<file path="config.mk">
export PLATFORM = sky130hd
export DESIGN_NAME = floppy_command_subset_decoder
export DESIGN_NICKNAME = d
export VERILOG_FILES = /design/src/floppy_cmd_pkg.sv /design/src/floppy_result_mux.sv /design/src/floppy_command_subset_decoder.sv
export VERILOG_INCLUDE_DIRS = /design/src
export SDC_FILE = /design/constraint.sdc
export NUM_CORES = 1
export LEC_CHECK = 0
export BUFFER_PORTS_ARGS = -buffer_cell sky130_fd_sc_hd__buf_2
export CAP_MARGIN = 20
export CORE_ASPECT_RATIO = 0.9
export CORE_UTILIZATION = 42
export DETAILED_ROUTE_END_ITERATION = 6
export PLACE_DENSITY = 0.68
export SLEW_MARGIN = 20
export SYNTH_ARGS = -nofsm -noshare
export SYNTH_HDL_FRONTEND = slang
export SYNTH_SLANG_ARGS = --single-unit
</file>
<file path="constraint.sdc">
create_clock -name mclk -period 2.9 [get_ports mclk]
set_input_delay 0 -clock mclk [delete_from_list [all_inputs] [get_ports mclk]]
set_output_delay 0 -clock mclk [all_outputs]
set_load 0.01 [all_outputs]
</file>
<file path="src/floppy_cmd_map.svh">
// Opcodes, result lengths, reset values and field positions for the command subset decoder.
`ifndef FLOPPY_CMD_MAP_SVH
`define FLOPPY_CMD_MAP_SVH

// -----------------------------------------------------------------------------
// Opcode matching
// -----------------------------------------------------------------------------
`define FCS_OP_DUMP 8'h0e
`define FCS_OP_READID 8'h0a
`define FCS_OP_READID_MASK 8'hbf
`define FCS_OP_PERP 8'h12
`define FCS_OP_LOCK 8'h14
`define FCS_OP_LOCK_MASK 8'h7f
// One bit per low-five-bit code that another command handler owns.
`define FCS_OTHER_CODES 32'h234bb3fc

// -----------------------------------------------------------------------------
// Field positions
// -----------------------------------------------------------------------------
`define FCS_DD_BIT 6
`define FCS_HEAD_BIT 2
`define FCS_LOCK_OP_BIT 7
`define FCS_OVERWRITE_BIT 7

// -----------------------------------------------------------------------------
// Result lengths (index of the last byte) and fixed answers
// -----------------------------------------------------------------------------
`define FCS_DUMP_LAST 4'h9
`define FCS_RID_LAST 4'h6
`define FCS_ONE_LAST 4'h0
`define FCS_INVALID_STATUS 8'h80

// -----------------------------------------------------------------------------
// Reset values
// -----------------------------------------------------------------------------
`define FCS_CFG_RESET 15'h2000
`define FCS_PERP_RESET 6'h00

`endif

</file>
<file path="src/floppy_cmd_pkg.sv">
// Types shared by the floppy command subset decoder.
package floppy_cmd_pkg;

	// -------------------------------------------------------------------------
	// Sequencer states, Gray coded along idle, param, exec, result.
	// -------------------------------------------------------------------------
	typedef enum logic [1:0] {
		ST_IDLE = 2'b00,
		ST_PARAM = 2'b01,
		ST_EXEC = 2'b11,
		ST_RESULT = 2'b10
	} state_t;

	typedef enum logic [2:0] {
		CMD_NONE,
		CMD_DUMP,
		CMD_READID,
		CMD_PERP,
		CMD_LOCK,
		CMD_INVALID
	} cmd_t;

	// -------------------------------------------------------------------------
	// Carried parameter groups.
	// -------------------------------------------------------------------------
	typedef struct packed {
		logic implied_seek_enable;
		logic queue_disable;
		logic poll_disable;
		logic [3:0] queue_threshold;
		logic [7:0] precompensation_start_track;
	} config_t;

	typedef struct packed {
		logic [3:0] perpDrives;
		logic gap;
		logic write_gate_timing;
	} perp_t;

	typedef struct packed {
		logic [3:0] step_rate_time;
		logic [3:0] head_unload_time;
		logic [6:0] head_load_time;
		logic non_dma_flag;
	} specify_t;

	typedef struct packed {
		logic [7:0] status_zero;
		logic [7:0] status_one;
		logic [7:0] status_two;
		logic [7:0] cylinder;
		logic [7:0] head;
		logic [7:0] sector;
		logic [7:0] sizeCode;
	} id_result_t;

endpackage : floppy_cmd_pkg

</file>
<file path="src/floppy_result_mux.sv">
// Result byte selector for the command subset decoder.
`include "floppy_cmd_map.svh"

module floppy_result_mux import floppy_cmd_pkg::*; (
	input wire cmd_t kind,
	input wire logic [3:0] index,
	input wire logic [3:0][7:0] present_cylinder_number,
	input wire specify_t spec,
	input wire logic [7:0] sharedCount,
	input wire logic retention,
	input wire perp_t perp,
	input wire config_t cfg,
	input wire id_result_t idRes,
	output logic [7:0] byteOut,
	output logic [3:0] lastIndex
);

	// -------------------------------------------------------------------------
	// Byte selection by command and position.
	// -------------------------------------------------------------------------
	// Pure selection; the caller registers the byte so the pin stays glitch free.
	always_comb begin
		byteOut = 8'h00;
		lastIndex = `FCS_ONE_LAST;
		unique case (kind)
			CMD_DUMP: begin
				lastIndex = `FCS_DUMP_LAST;
				unique case (index)
					4'h0, 4'h1, 4'h2, 4'h3: byteOut = present_cylinder_number[index[1:0]];
					4'h4: byteOut = {spec.step_rate_time, spec.head_unload_time};
					4'h5: byteOut = {spec.head_load_time, spec.non_dma_flag};
					4'h6: byteOut = sharedCount;
					4'h7: byteOut = {retention, 1'b0, perp};
					4'h8: byteOut = {1'b0, cfg.implied_seek_enable, cfg.queue_disable,
						cfg.poll_disable, cfg.queue_threshold};
					default: byteOut = cfg.precompensation_start_track;
				endcase
			end
			CMD_READID: begin
				lastIndex = `FCS_RID_LAST;
				unique case (index)
					4'h0: byteOut = idRes.status_zero;
					4'h1: byteOut = idRes.status_one;
					4'h2: byteOut = idRes.status_two;
					4'h3: byteOut = idRes.cylinder;
					4'h4: byteOut = idRes.head;
					4'h5: byteOut = idRes.sector;
					default: byteOut = idRes.sizeCode;
				endcase
			end
			CMD_LOCK: byteOut = {3'b000, retention, 4'h0};
			CMD_INVALID: byteOut = `FCS_INVALID_STATUS;
			default: byteOut = 8'h00;
		endcase
	end

endmodule : floppy_result_mux

</file>
<file path="src/floppy_command_subset_decoder.sv">
// Command, execution and result sequencer for the dump, read-identifier, perpendicular and lock set.
`include "floppy_cmd_map.svh"

module floppy_command_subset_decoder import floppy_cmd_pkg::*; (
	input wire logic mclk,
	input wire logic rst_n,
	input wire logic clkEn,
	input wire logic cmdWrite,
	input wire logic [7:0] cmdByte,
	input wire logic resultRead,
	input wire logic softReset,
	input wire logic cfgLoad,
	input wire config_t cfgIn,
	input wire specify_t specIn,
	input wire logic [3:0][7:0] present_cylinder_number,
	input wire logic lastWasFormat,
	input wire logic [7:0] sectors_per_cylinder,
	input wire logic [7:0] final_sector_number,
	input wire logic idFound,
	input wire id_result_t idIn,
	input wire logic [1:0] digital_output_register_drive,
	output logic resultReady,
	output logic [7:0] resultByte,
	output logic busy,
	output logic readIdStart,
	output logic double_density_select,
	output logic head_select,
	output logic [1:0] cmdDrive,
	output logic standby,
	output logic handOff,
	output logic [7:0] handOffOpcode,
	output logic retentionFlag,
	output perp_t perpOut,
	output config_t cfgOut,
	output logic [1:0] driveSelectPin
);

	// -------------------------------------------------------------------------
	// State.
	// -------------------------------------------------------------------------
	state_t state_reg, state_next;
	cmd_t kind_reg, kind_next;
	logic [3:0] idx_reg, idx_next;
	logic [7:0] resultByte_reg, resultByte_next;
	logic resultReady_reg, resultReady_next;
	logic busy_reg, busy_next;
	logic readIdStart_reg, readIdStart_next;
	logic dd_reg, dd_next;
	logic head_reg, head_next;
	logic [1:0] drive_reg, drive_next;
	logic standby_reg, standby_next;
	logic handOff_reg, handOff_next;
	logic [7:0] opcode_reg, opcode_next;
	logic lock_reg, lock_next;
	perp_t perp_reg, perp_next;
	config_t cfg_reg, cfg_next;
	id_result_t id_reg, id_next;
	logic [1:0] drvPin_reg, drvPin_next;
	logic [7:0] muxByte, sharedCount;
	logic [3:0] lastIdx;
	logic isOther;

	// Side paths stay out of the sequencer process, so the byte selector forms no loop with it.
	assign sharedCount = lastWasFormat ? sectors_per_cylinder : final_sector_number;
	assign isOther = 1'(`FCS_OTHER_CODES >> cmdByte[4:0]);
	assign lastIdx = (kind_reg == CMD_DUMP) ? `FCS_DUMP_LAST
		: (kind_reg == CMD_READID) ? `FCS_RID_LAST : `FCS_ONE_LAST;
	assign resultByte_next = resultReady_next ? muxByte : 8'h00;

	// -------------------------------------------------------------------------
	// Result byte source, fed with next values so the byte lines up with state.
	// -------------------------------------------------------------------------
	floppy_result_mux floppy_result_mux_inst (
		.kind(kind_next),
		.index(idx_next),
		.present_cylinder_number(present_cylinder_number),
		.spec(specIn),
		.sharedCount(sharedCount),
		.retention(lock_next),
		.perp(perp_next),
		.cfg(cfg_next),
		.idRes(id_next),
		.byteOut(muxByte),
		.lastIndex()
	);

	// Sequencer and parameter store next values.
	always_comb begin
		state_next = state_reg;
		kind_next = kind_reg;
		idx_next = idx_reg;
		dd_next = dd_reg;
		head_next = head_reg;
		drive_next = drive_reg;
		standby_next = standby_reg;
		opcode_next = opcode_reg;
		lock_next = lock_reg;
		perp_next = perp_reg;
		cfg_next = cfg_reg;
		id_next = id_reg;
		readIdStart_next = 1'b0;
		handOff_next = 1'b0;
		drvPin_next = digital_output_register_drive;
		if (cfgLoad) begin
			cfg_next = cfgIn;
		end
		// Retention only shields a software reset; a hardware reset reloads every register's reset value.
		if (softReset && !lock_reg) begin
			cfg_next = `FCS_CFG_RESET;
			perp_next = `FCS_PERP_RESET;
		end
		unique case (state_reg)
			ST_IDLE: begin
				if (cmdWrite) begin
					idx_next = 4'h0;
					standby_next = 1'b0;
					if (cmdByte == `FCS_OP_DUMP) begin
						kind_next = CMD_DUMP;
						state_next = ST_RESULT;
					end else if ((cmdByte & `FCS_OP_READID_MASK) == `FCS_OP_READID) begin
						kind_next = CMD_READID;
						dd_next = cmdByte[`FCS_DD_BIT];
						state_next = ST_PARAM;
					end else if (cmdByte == `FCS_OP_PERP) begin
						kind_next = CMD_PERP;
						state_next = ST_PARAM;
					end else if ((cmdByte & `FCS_OP_LOCK_MASK) == `FCS_OP_LOCK) begin
						kind_next = CMD_LOCK;
						lock_next = cmdByte[`FCS_LOCK_OP_BIT];
						state_next = ST_RESULT;
					end else if (isOther) begin
						kind_next = CMD_NONE;
						handOff_next = 1'b1;
						opcode_next = cmdByte;
					end else begin
						kind_next = CMD_INVALID;
						standby_next = 1'b1;
						state_next = ST_RESULT;
					end
				end
			end
			ST_PARAM: begin
				if (cmdWrite) begin
					if (kind_reg == CMD_READID) begin
						head_next = cmdByte[`FCS_HEAD_BIT];
						drive_next = cmdByte[1:0];
						readIdStart_next = 1'b1;
						state_next = ST_EXEC;
					end else begin
						perp_next.gap = cmdByte[1];
						perp_next.write_gate_timing = cmdByte[0];
						if (cmdByte[`FCS_OVERWRITE_BIT]) begin
							perp_next.perpDrives = cmdByte[5:2];
						end
						state_next = ST_IDLE;
					end
				end
			end
			ST_EXEC: begin
				// Only the first good identifier is kept; later ones find us gone.
				if (idFound) begin
					id_next = idIn;
					idx_next = 4'h0;
					state_next = ST_RESULT;
				end
			end
			ST_RESULT: begin
				if (resultRead) begin
					if (idx_reg == lastIdx) begin
						state_next = ST_IDLE;
					end else begin
						idx_next = idx_reg + 4'h1;
					end
				end
			end
		endcase
		busy_next = state_next != ST_IDLE;
		resultReady_next = state_next == ST_RESULT;
	end

	// Register stage; a low clock enable freezes all state.
	always_ff @(posedge mclk or negedge rst_n) begin
		if (!rst_n) begin
			state_reg <= ST_IDLE;
			kind_reg <= CMD_NONE;
			idx_reg <= 4'h0;
			resultByte_reg <= 8'h00;
			resultReady_reg <= 1'b0;
			busy_reg <= 1'b0;
			readIdStart_reg <= 1'b0;
			dd_reg <= 1'b0;
			head_reg <= 1'b0;
			drive_reg <= 2'b00;
			standby_reg <= 1'b0;
			handOff_reg <= 1'b0;
			opcode_reg <= 8'h00;
			lock_reg <= 1'b0;
			perp_reg <= `FCS_PERP_RESET;
			cfg_reg <= `FCS_CFG_RESET;
			id_reg <= '0;
			drvPin_reg <= 2'b00;
		end else if (clkEn) begin
			state_reg <= state_next;
			kind_reg <= kind_next;
			idx_reg <= idx_next;
			resultByte_reg <= resultByte_next;
			resultReady_reg <= resultReady_next;
			busy_reg <= busy_next;
			readIdStart_reg <= readIdStart_next;
			dd_reg <= dd_next;
			head_reg <= head_next;
			drive_reg <= drive_next;
			standby_reg <= standby_next;
			handOff_reg <= handOff_next;
			opcode_reg <= opcode_next;
			lock_reg <= lock_next;
			perp_reg <= perp_next;
			cfg_reg <= cfg_next;
			id_reg <= id_next;
			drvPin_reg <= drvPin_next;
		end
	end

	assign resultReady = resultReady_reg;
	assign resultByte = resultByte_reg;
	assign busy = busy_reg;
	assign readIdStart = readIdStart_reg;
	assign double_density_select = dd_reg;
	assign head_select = head_reg;
	assign cmdDrive = drive_reg;
	assign standby = standby_reg;
	assign handOff = handOff_reg;
	assign handOffOpcode = opcode_reg;
	assign retentionFlag = lock_reg;
	assign perpOut = perp_reg;
	assign cfgOut = cfg_reg;
	assign driveSelectPin = drvPin_reg;

	// -------------------------------------------------------------------------
	// Checks.
	// -------------------------------------------------------------------------
	chk_dump_no_exec: assert property (@(posedge mclk) disable iff (!rst_n)
		(state_reg == ST_IDLE && clkEn && cmdWrite && cmdByte == `FCS_OP_DUMP)
		|=> (state_reg == ST_RESULT && idx_reg == 4'h0 && resultReady))
		else $error("dump did not go straight to results");
	chk_dump_sector_count: assert property (@(posedge mclk) disable iff (!rst_n)
		(resultReady && kind_reg == CMD_DUMP && idx_reg == 4'h6 && $past(clkEn)
		&& $past(lastWasFormat)) |-> resultByte == $past(sectors_per_cylinder))
		else $error("dump shared byte is not sectors per cylinder");
	chk_dump_final_sector: assert property (@(posedge mclk) disable iff (!rst_n)
		(resultReady && kind_reg == CMD_DUMP && idx_reg == 4'h6 && $past(clkEn)
		&& !$past(lastWasFormat)) |-> resultByte == $past(final_sector_number))
		else $error("dump shared byte is not final sector");
	chk_readid_param: assert property (@(posedge mclk) disable iff (!rst_n)
		(state_reg == ST_PARAM && kind_reg == CMD_READID && clkEn && cmdWrite)
		|=> ((readIdStart && head_select == $past(cmdByte[2])
		&& cmdDrive == $past(cmdByte[1:0])) and (clkEn |=> !readIdStart)))
		else $error("read identifier parameter byte mishandled");
	chk_readid_length: assert property (@(posedge mclk) disable iff (!rst_n)
		(kind_reg == CMD_READID && resultReady && idx_reg == `FCS_RID_LAST && clkEn && resultRead)
		|=> !resultReady)
		else $error("read identifier result length wrong");
	chk_readid_cyl: assert property (@(posedge mclk) disable iff (!rst_n)
		(kind_reg == CMD_READID && resultReady && idx_reg == 4'h3) |-> resultByte == id_reg.cylinder)
		else $error("read identifier cylinder byte wrong");
	chk_perp_update: assert property (@(posedge mclk) disable iff (!rst_n)
		(state_reg == ST_PARAM && kind_reg == CMD_PERP && clkEn && cmdWrite && !softReset)
		|=> perpOut.write_gate_timing == $past(cmdByte[0]) && perpOut.gap == $past(cmdByte[1]))
		else $error("perpendicular byte not stored");
	chk_invalid_answer: assert property (@(posedge mclk) disable iff (!rst_n)
		(resultReady && kind_reg == CMD_INVALID) |-> (resultByte == 8'h80 && standby))
		else $error("invalid code answer wrong");
	chk_lock_answer: assert property (@(posedge mclk) disable iff (!rst_n)
		(resultReady && kind_reg == CMD_LOCK) |-> resultByte == {3'b000, retentionFlag, 4'h0})
		else $error("lock answer wrong");
	chk_drive_pins: assert property (@(posedge mclk) disable iff (!rst_n)
		clkEn |=> driveSelectPin == $past(digital_output_register_drive))
		else $error("drive select pins not following output register");
	chk_lock_keeps: assert property (@(posedge mclk) disable iff (!rst_n)
		(clkEn && softReset && retentionFlag && !cfgLoad && state_reg == ST_IDLE)
		|=> (cfgOut == $past(cfgOut) && perpOut == $past(perpOut)))
		else $error("locked settings lost on soft reset");

endmodule : floppy_command_subset_decoder

</file>
==> impl_metrics.env <==
export IMPL_setup_viol=5
export IMPL_worstHoldPathCells=4
export IMPL_cts_max_level=4
export IMPL_layout_cells_non_filler=1276
export IMPL_synth_seq_cells=114
export IMPL_cts_reportedPaths_clkPinSlew_ns=0.06
export IMPL_start_util_pct=43.2
export IMPL_initialDrtViolationCount=840
export IMPL_ff2ff_setup_slack_ns=-0.06
export IMPL_timing_final_ws_setup_ns=-0.0596
export IMPL_timing_max_transition_violations_final=0
export IMPL_firstDrtPassIters=7
export IMPL_worstSetupEndpointType="flip-flop"
export IMPL_design_die_area_sq_mm=0.0172
export IMPL_outcome="finished, violations left"
export IMPL_floorplan_core_area_sq_mm=0.0162
export IMPL_synth_compound_gate_area_share_pct=19.6
export IMPL_clock_tree_root_cell="sky130_fd_sc_hd__clkbuf_16"
export IMPL_grt_ovfl_total=0
export IMPL_die_h_um=125
export IMPL_cts_sinks=114
export IMPL_crit_family="compound AO/OA/AOI/OAI gates"
export IMPL_synth_largest_area_cell="sky130_fd_sc_hd__dfrtp_1"
export IMPL_syn_area_per_cell_sq_um=9.69
export IMPL_clock_tree_buffer_depth=2
export IMPL_crit_path_max_incr_delay_ns=0.46
export IMPL_grtUsageTotal_pct=31.4
export IMPL_num_rows=44
export IMPL_nNetsFinal=1211
export IMPL_ios=203
export IMPL_fraction_of_the_mapped_netlist_area_in_simple_logic_gates_pct=15.8
export IMPL_total_via_count_after_detailed_routing=7377
export IMPL_detail_route_drc_violations=38
export IMPL_syn_instance_count=723
export IMPL_detailed_place_hpwl_mm=18.5
export IMPL_report_final_hold_viol_count=0
export IMPL_post_drt_wl_per_cell_um=20.5
export IMPL_antenna_cells_inserted=0
export IMPL_largest_reg_flops=56
export IMPL_slew_at_the_pin_closest_to_its_max_slew_limit_ns=0.940
export IMPL_worstPathMaxFanout=5
export IMPL_numPortBuffers=202
export IMPL_worstReg2RegEnd="resultByte[5]"
export IMPL_max_slew_headroom_pct=37.3
export IMPL_timing_critical_path_required_ns=3.20
export IMPL_post_synth_num_cell_types=74
export IMPL_synth_xor_area_share_pct=0.125
export IMPL_power_per_cell_area_mw_per_mm2=886
export IMPL_vias_in_the_first_global_route=7355
export IMPL_cap_viol_max_count=0
export IMPL_worst_hold_startpoint="specIn[6]"
export IMPL_synth_seq_area_share_pct=40.7
export IMPL_synth_area_sq_mm=0.00701
export IMPL_grt_setup_unrepaired="true"
export IMPL_place_congestion=0.924
export IMPL_number_of_enable_flip_flop_cells_after_synthesis=0
export IMPL_synth_top_cells_by_count="sky130_fd_sc_hd__dfrtp_1, sky130_fd_sc_hd__nand2_1, sky130_fd_sc_hd__mux2_2, sky130_fd_sc_hd__o21ai_0, sky130_fd_sc_hd__mux2i_1"
export IMPL_cts_inserted_buffers=17
export IMPL_postSynth_asyncResetShare_pct=100
export IMPL_antenna_violating_nets_post_route=0
export IMPL_cp_start_kind="flip-flop"
export IMPL_worst_r2r_path_depth=8
export IMPL_violations="design-rule violations, negative setup slack"
export IMPL_critical_path_buf_inv_count=0
export IMPL_timing_critical_path_slowest_stage_cell="sky130_fd_sc_hd__a2111oi_4"
export IMPL_routed_wl_mm=26.1
export IMPL_finalCriticalPeriod_ns=2.96
export IMPL_clk_insertion_delay_late_ns=0.42
export IMPL_grt_first_pass_wirelength_mm=41.5
export IMPL_grt_antenna_before_repair=0
export IMPL_whs_ns=0.0358
export IMPL_power_leakage_nw=4.84
export IMPL_synthFlopType="sky130_fd_sc_hd__dfrtp_1"
export IMPL_dieWidth_um=138
export IMPL_hold_path_class="input pin to flip-flop"
export IMPL_synth_largest_type_area_fraction_pct=40.3
export IMPL_yosys_top_cells_area="sky130_fd_sc_hd__dfrtp_1, sky130_fd_sc_hd__mux2_2, sky130_fd_sc_hd__mux2i_1"
export IMPL_regToRegStartpoint="kind_reg[2]"
export IMPL_synth_adder_area_share_pct=0.179
export IMPL_yosysWarningCount=0
export IMPL_cts_tree="done"
export IMPL_largest_net_degree_at_the_start_of_global_routing=68
export IMPL_achievable_frequency_mhz=338
export IMPL_worst_clock_skew_ns=0.00954
export IMPL_dominant_combinational_cell_family_by_area_after_synthesis="multiplexers"
export IMPL_timing_worst_setup_path_type="flip-flop to flip-flop"
export IMPL_worstPathArrival_ns=3.26
export IMPL_path_cells="or3b_4, mux2_4, a2111oi_4, or2_4, nor3_2, a2111o_1, o31a_1, a221o_1"
export IMPL_period_share_pct=102
export IMPL_route_detailed_vias_per_inst=5.78
export IMPL_vdd_drop_max_v=0.000563
export IMPL_synth_mux_area_share_pct=19.6
export IMPL_placed_cells_incl_taps=1158
export IMPL_synth_most_common_cell="sky130_fd_sc_hd__dfrtp_1"
export IMPL_synthesis_nets=878
export IMPL_holdPathEnd="resultByte[6]"
export IMPL_growth_of_design_area_from_synthesis_to_finish_pct=47.6
export IMPL_fraction_of_layout_cells_with_a_size_suffix_above_1_pct=41.3
worst max path at each step:
stage / from / end / cells after the start
2_1_floorplan: kind_reg[2] / resultByte[1] / 10
3_3_place_gp: kind_reg[2] / resultByte[4] / 9
3_5_place_dp: kind_reg[2] / resultByte[7] / 10
4_1_cts: kind_reg[2] / resultByte[3] / 10
5_1_grt: kind_reg[2] / resultByte[7] / 9
6_report: kind_reg[2] / resultByte[5] / 8
metal layers:
layer	track usage, %	share of wire [%]
met1	42.3	44
met4	13.0	3.9
met3	6.38	7.3
met2	49.3	45
met5	0	0
cell families after synthesis:
family | Yosys count
AND/OR/NAND/NOR | 227
AO/OA/AOI/OAI | 190
multiplexers | 123
flip-flops | 114
buffers and inverters | 67
XOR/XNOR | 1
adder cells (fa/ha/maj) | 1
worst min-delay path: stages:
cell                       delay (ns)
sky130_fd_sc_hd__buf_2           0.09
sky130_fd_sc_hd__a32o_1          0.11
sky130_fd_sc_hd__o311ai_0        0.11
sky130_fd_sc_hd__o211ai_1        0.10
cells in the final DEF (no fill, tap or decap), drive strengths merged, types with 4 or more instances in the layout:
cell / n
o21a: 4
a211oi: 11
a2111oi: 6
a221o: 5
buf: 288
nand2b: 6
dfrtp: 113
a31o: 5
nor2b: 9
a32o: 21
and3: 6
clkinv: 6
dlygate4sd3: 82
or4: 4
a21oi: 29
nor4: 6
mux2i: 40
nand4: 6
nor2: 30
a21o: 6
clkbuf: 20
nor3: 20
and2: 6
o211ai: 7
o21ai: 43
nand3: 24
mux2: 80
o22ai: 5
inv: 10
nand2: 95
bufinv: 4
a31oi: 17
or3b: 4
metrics by stage:
stage                     area (sq um)  TNS [ns]  util (%)  power (mW)  worst slack (ns)
final                            10300    -0.165      63.7        9.16           -0.0596
after global placement            8730   -0.0925      53.8        6.43           -0.0496
after global routing             10300    -0.814      63.7        9.64            -0.134
after floorplan                   7010         0         -        4.82          0.000600
after detailed placement          8730    -0.324      53.8        6.50            -0.128
after CTS                        10300   -0.0104      63.4        9.03          -0.00898
power by group:
| part | internal [mW] | switching [mW] | total [mW] |
|---|---|---|---|
| sequential | 2.19 | 0.389 | 2.58 |
| clock | 1.49 | 0.779 | 2.27 |
| combinational | 2.08 | 2.24 | 4.32 |
| total | 5.76 | 3.40 | 9.16 |
cell type report:
class | instances | area, sq um
sequential | 114 | 2860
timing repair buffer | 371 | 2580
inverter | 10 | 37.5
clock inverter | 12 | 180
tap | 207 | 259
clock buffer | 20 | 457
fill | 1335 | 5900
multi-input combinational | 542 | 3980
repair_timing:
item | 4_1_cts | 5_1_grt
hold buffers | 82 | 0
endpoints found under the setup margin | 7 | 8
cloned | 2 | 0
gates resized for setup | 15 | 16
endpoints found under the hold margin | 150 | 0
setup buffers | 2 | 0
pin swaps | 4 | 2
(Power assumes the default switching activity.)
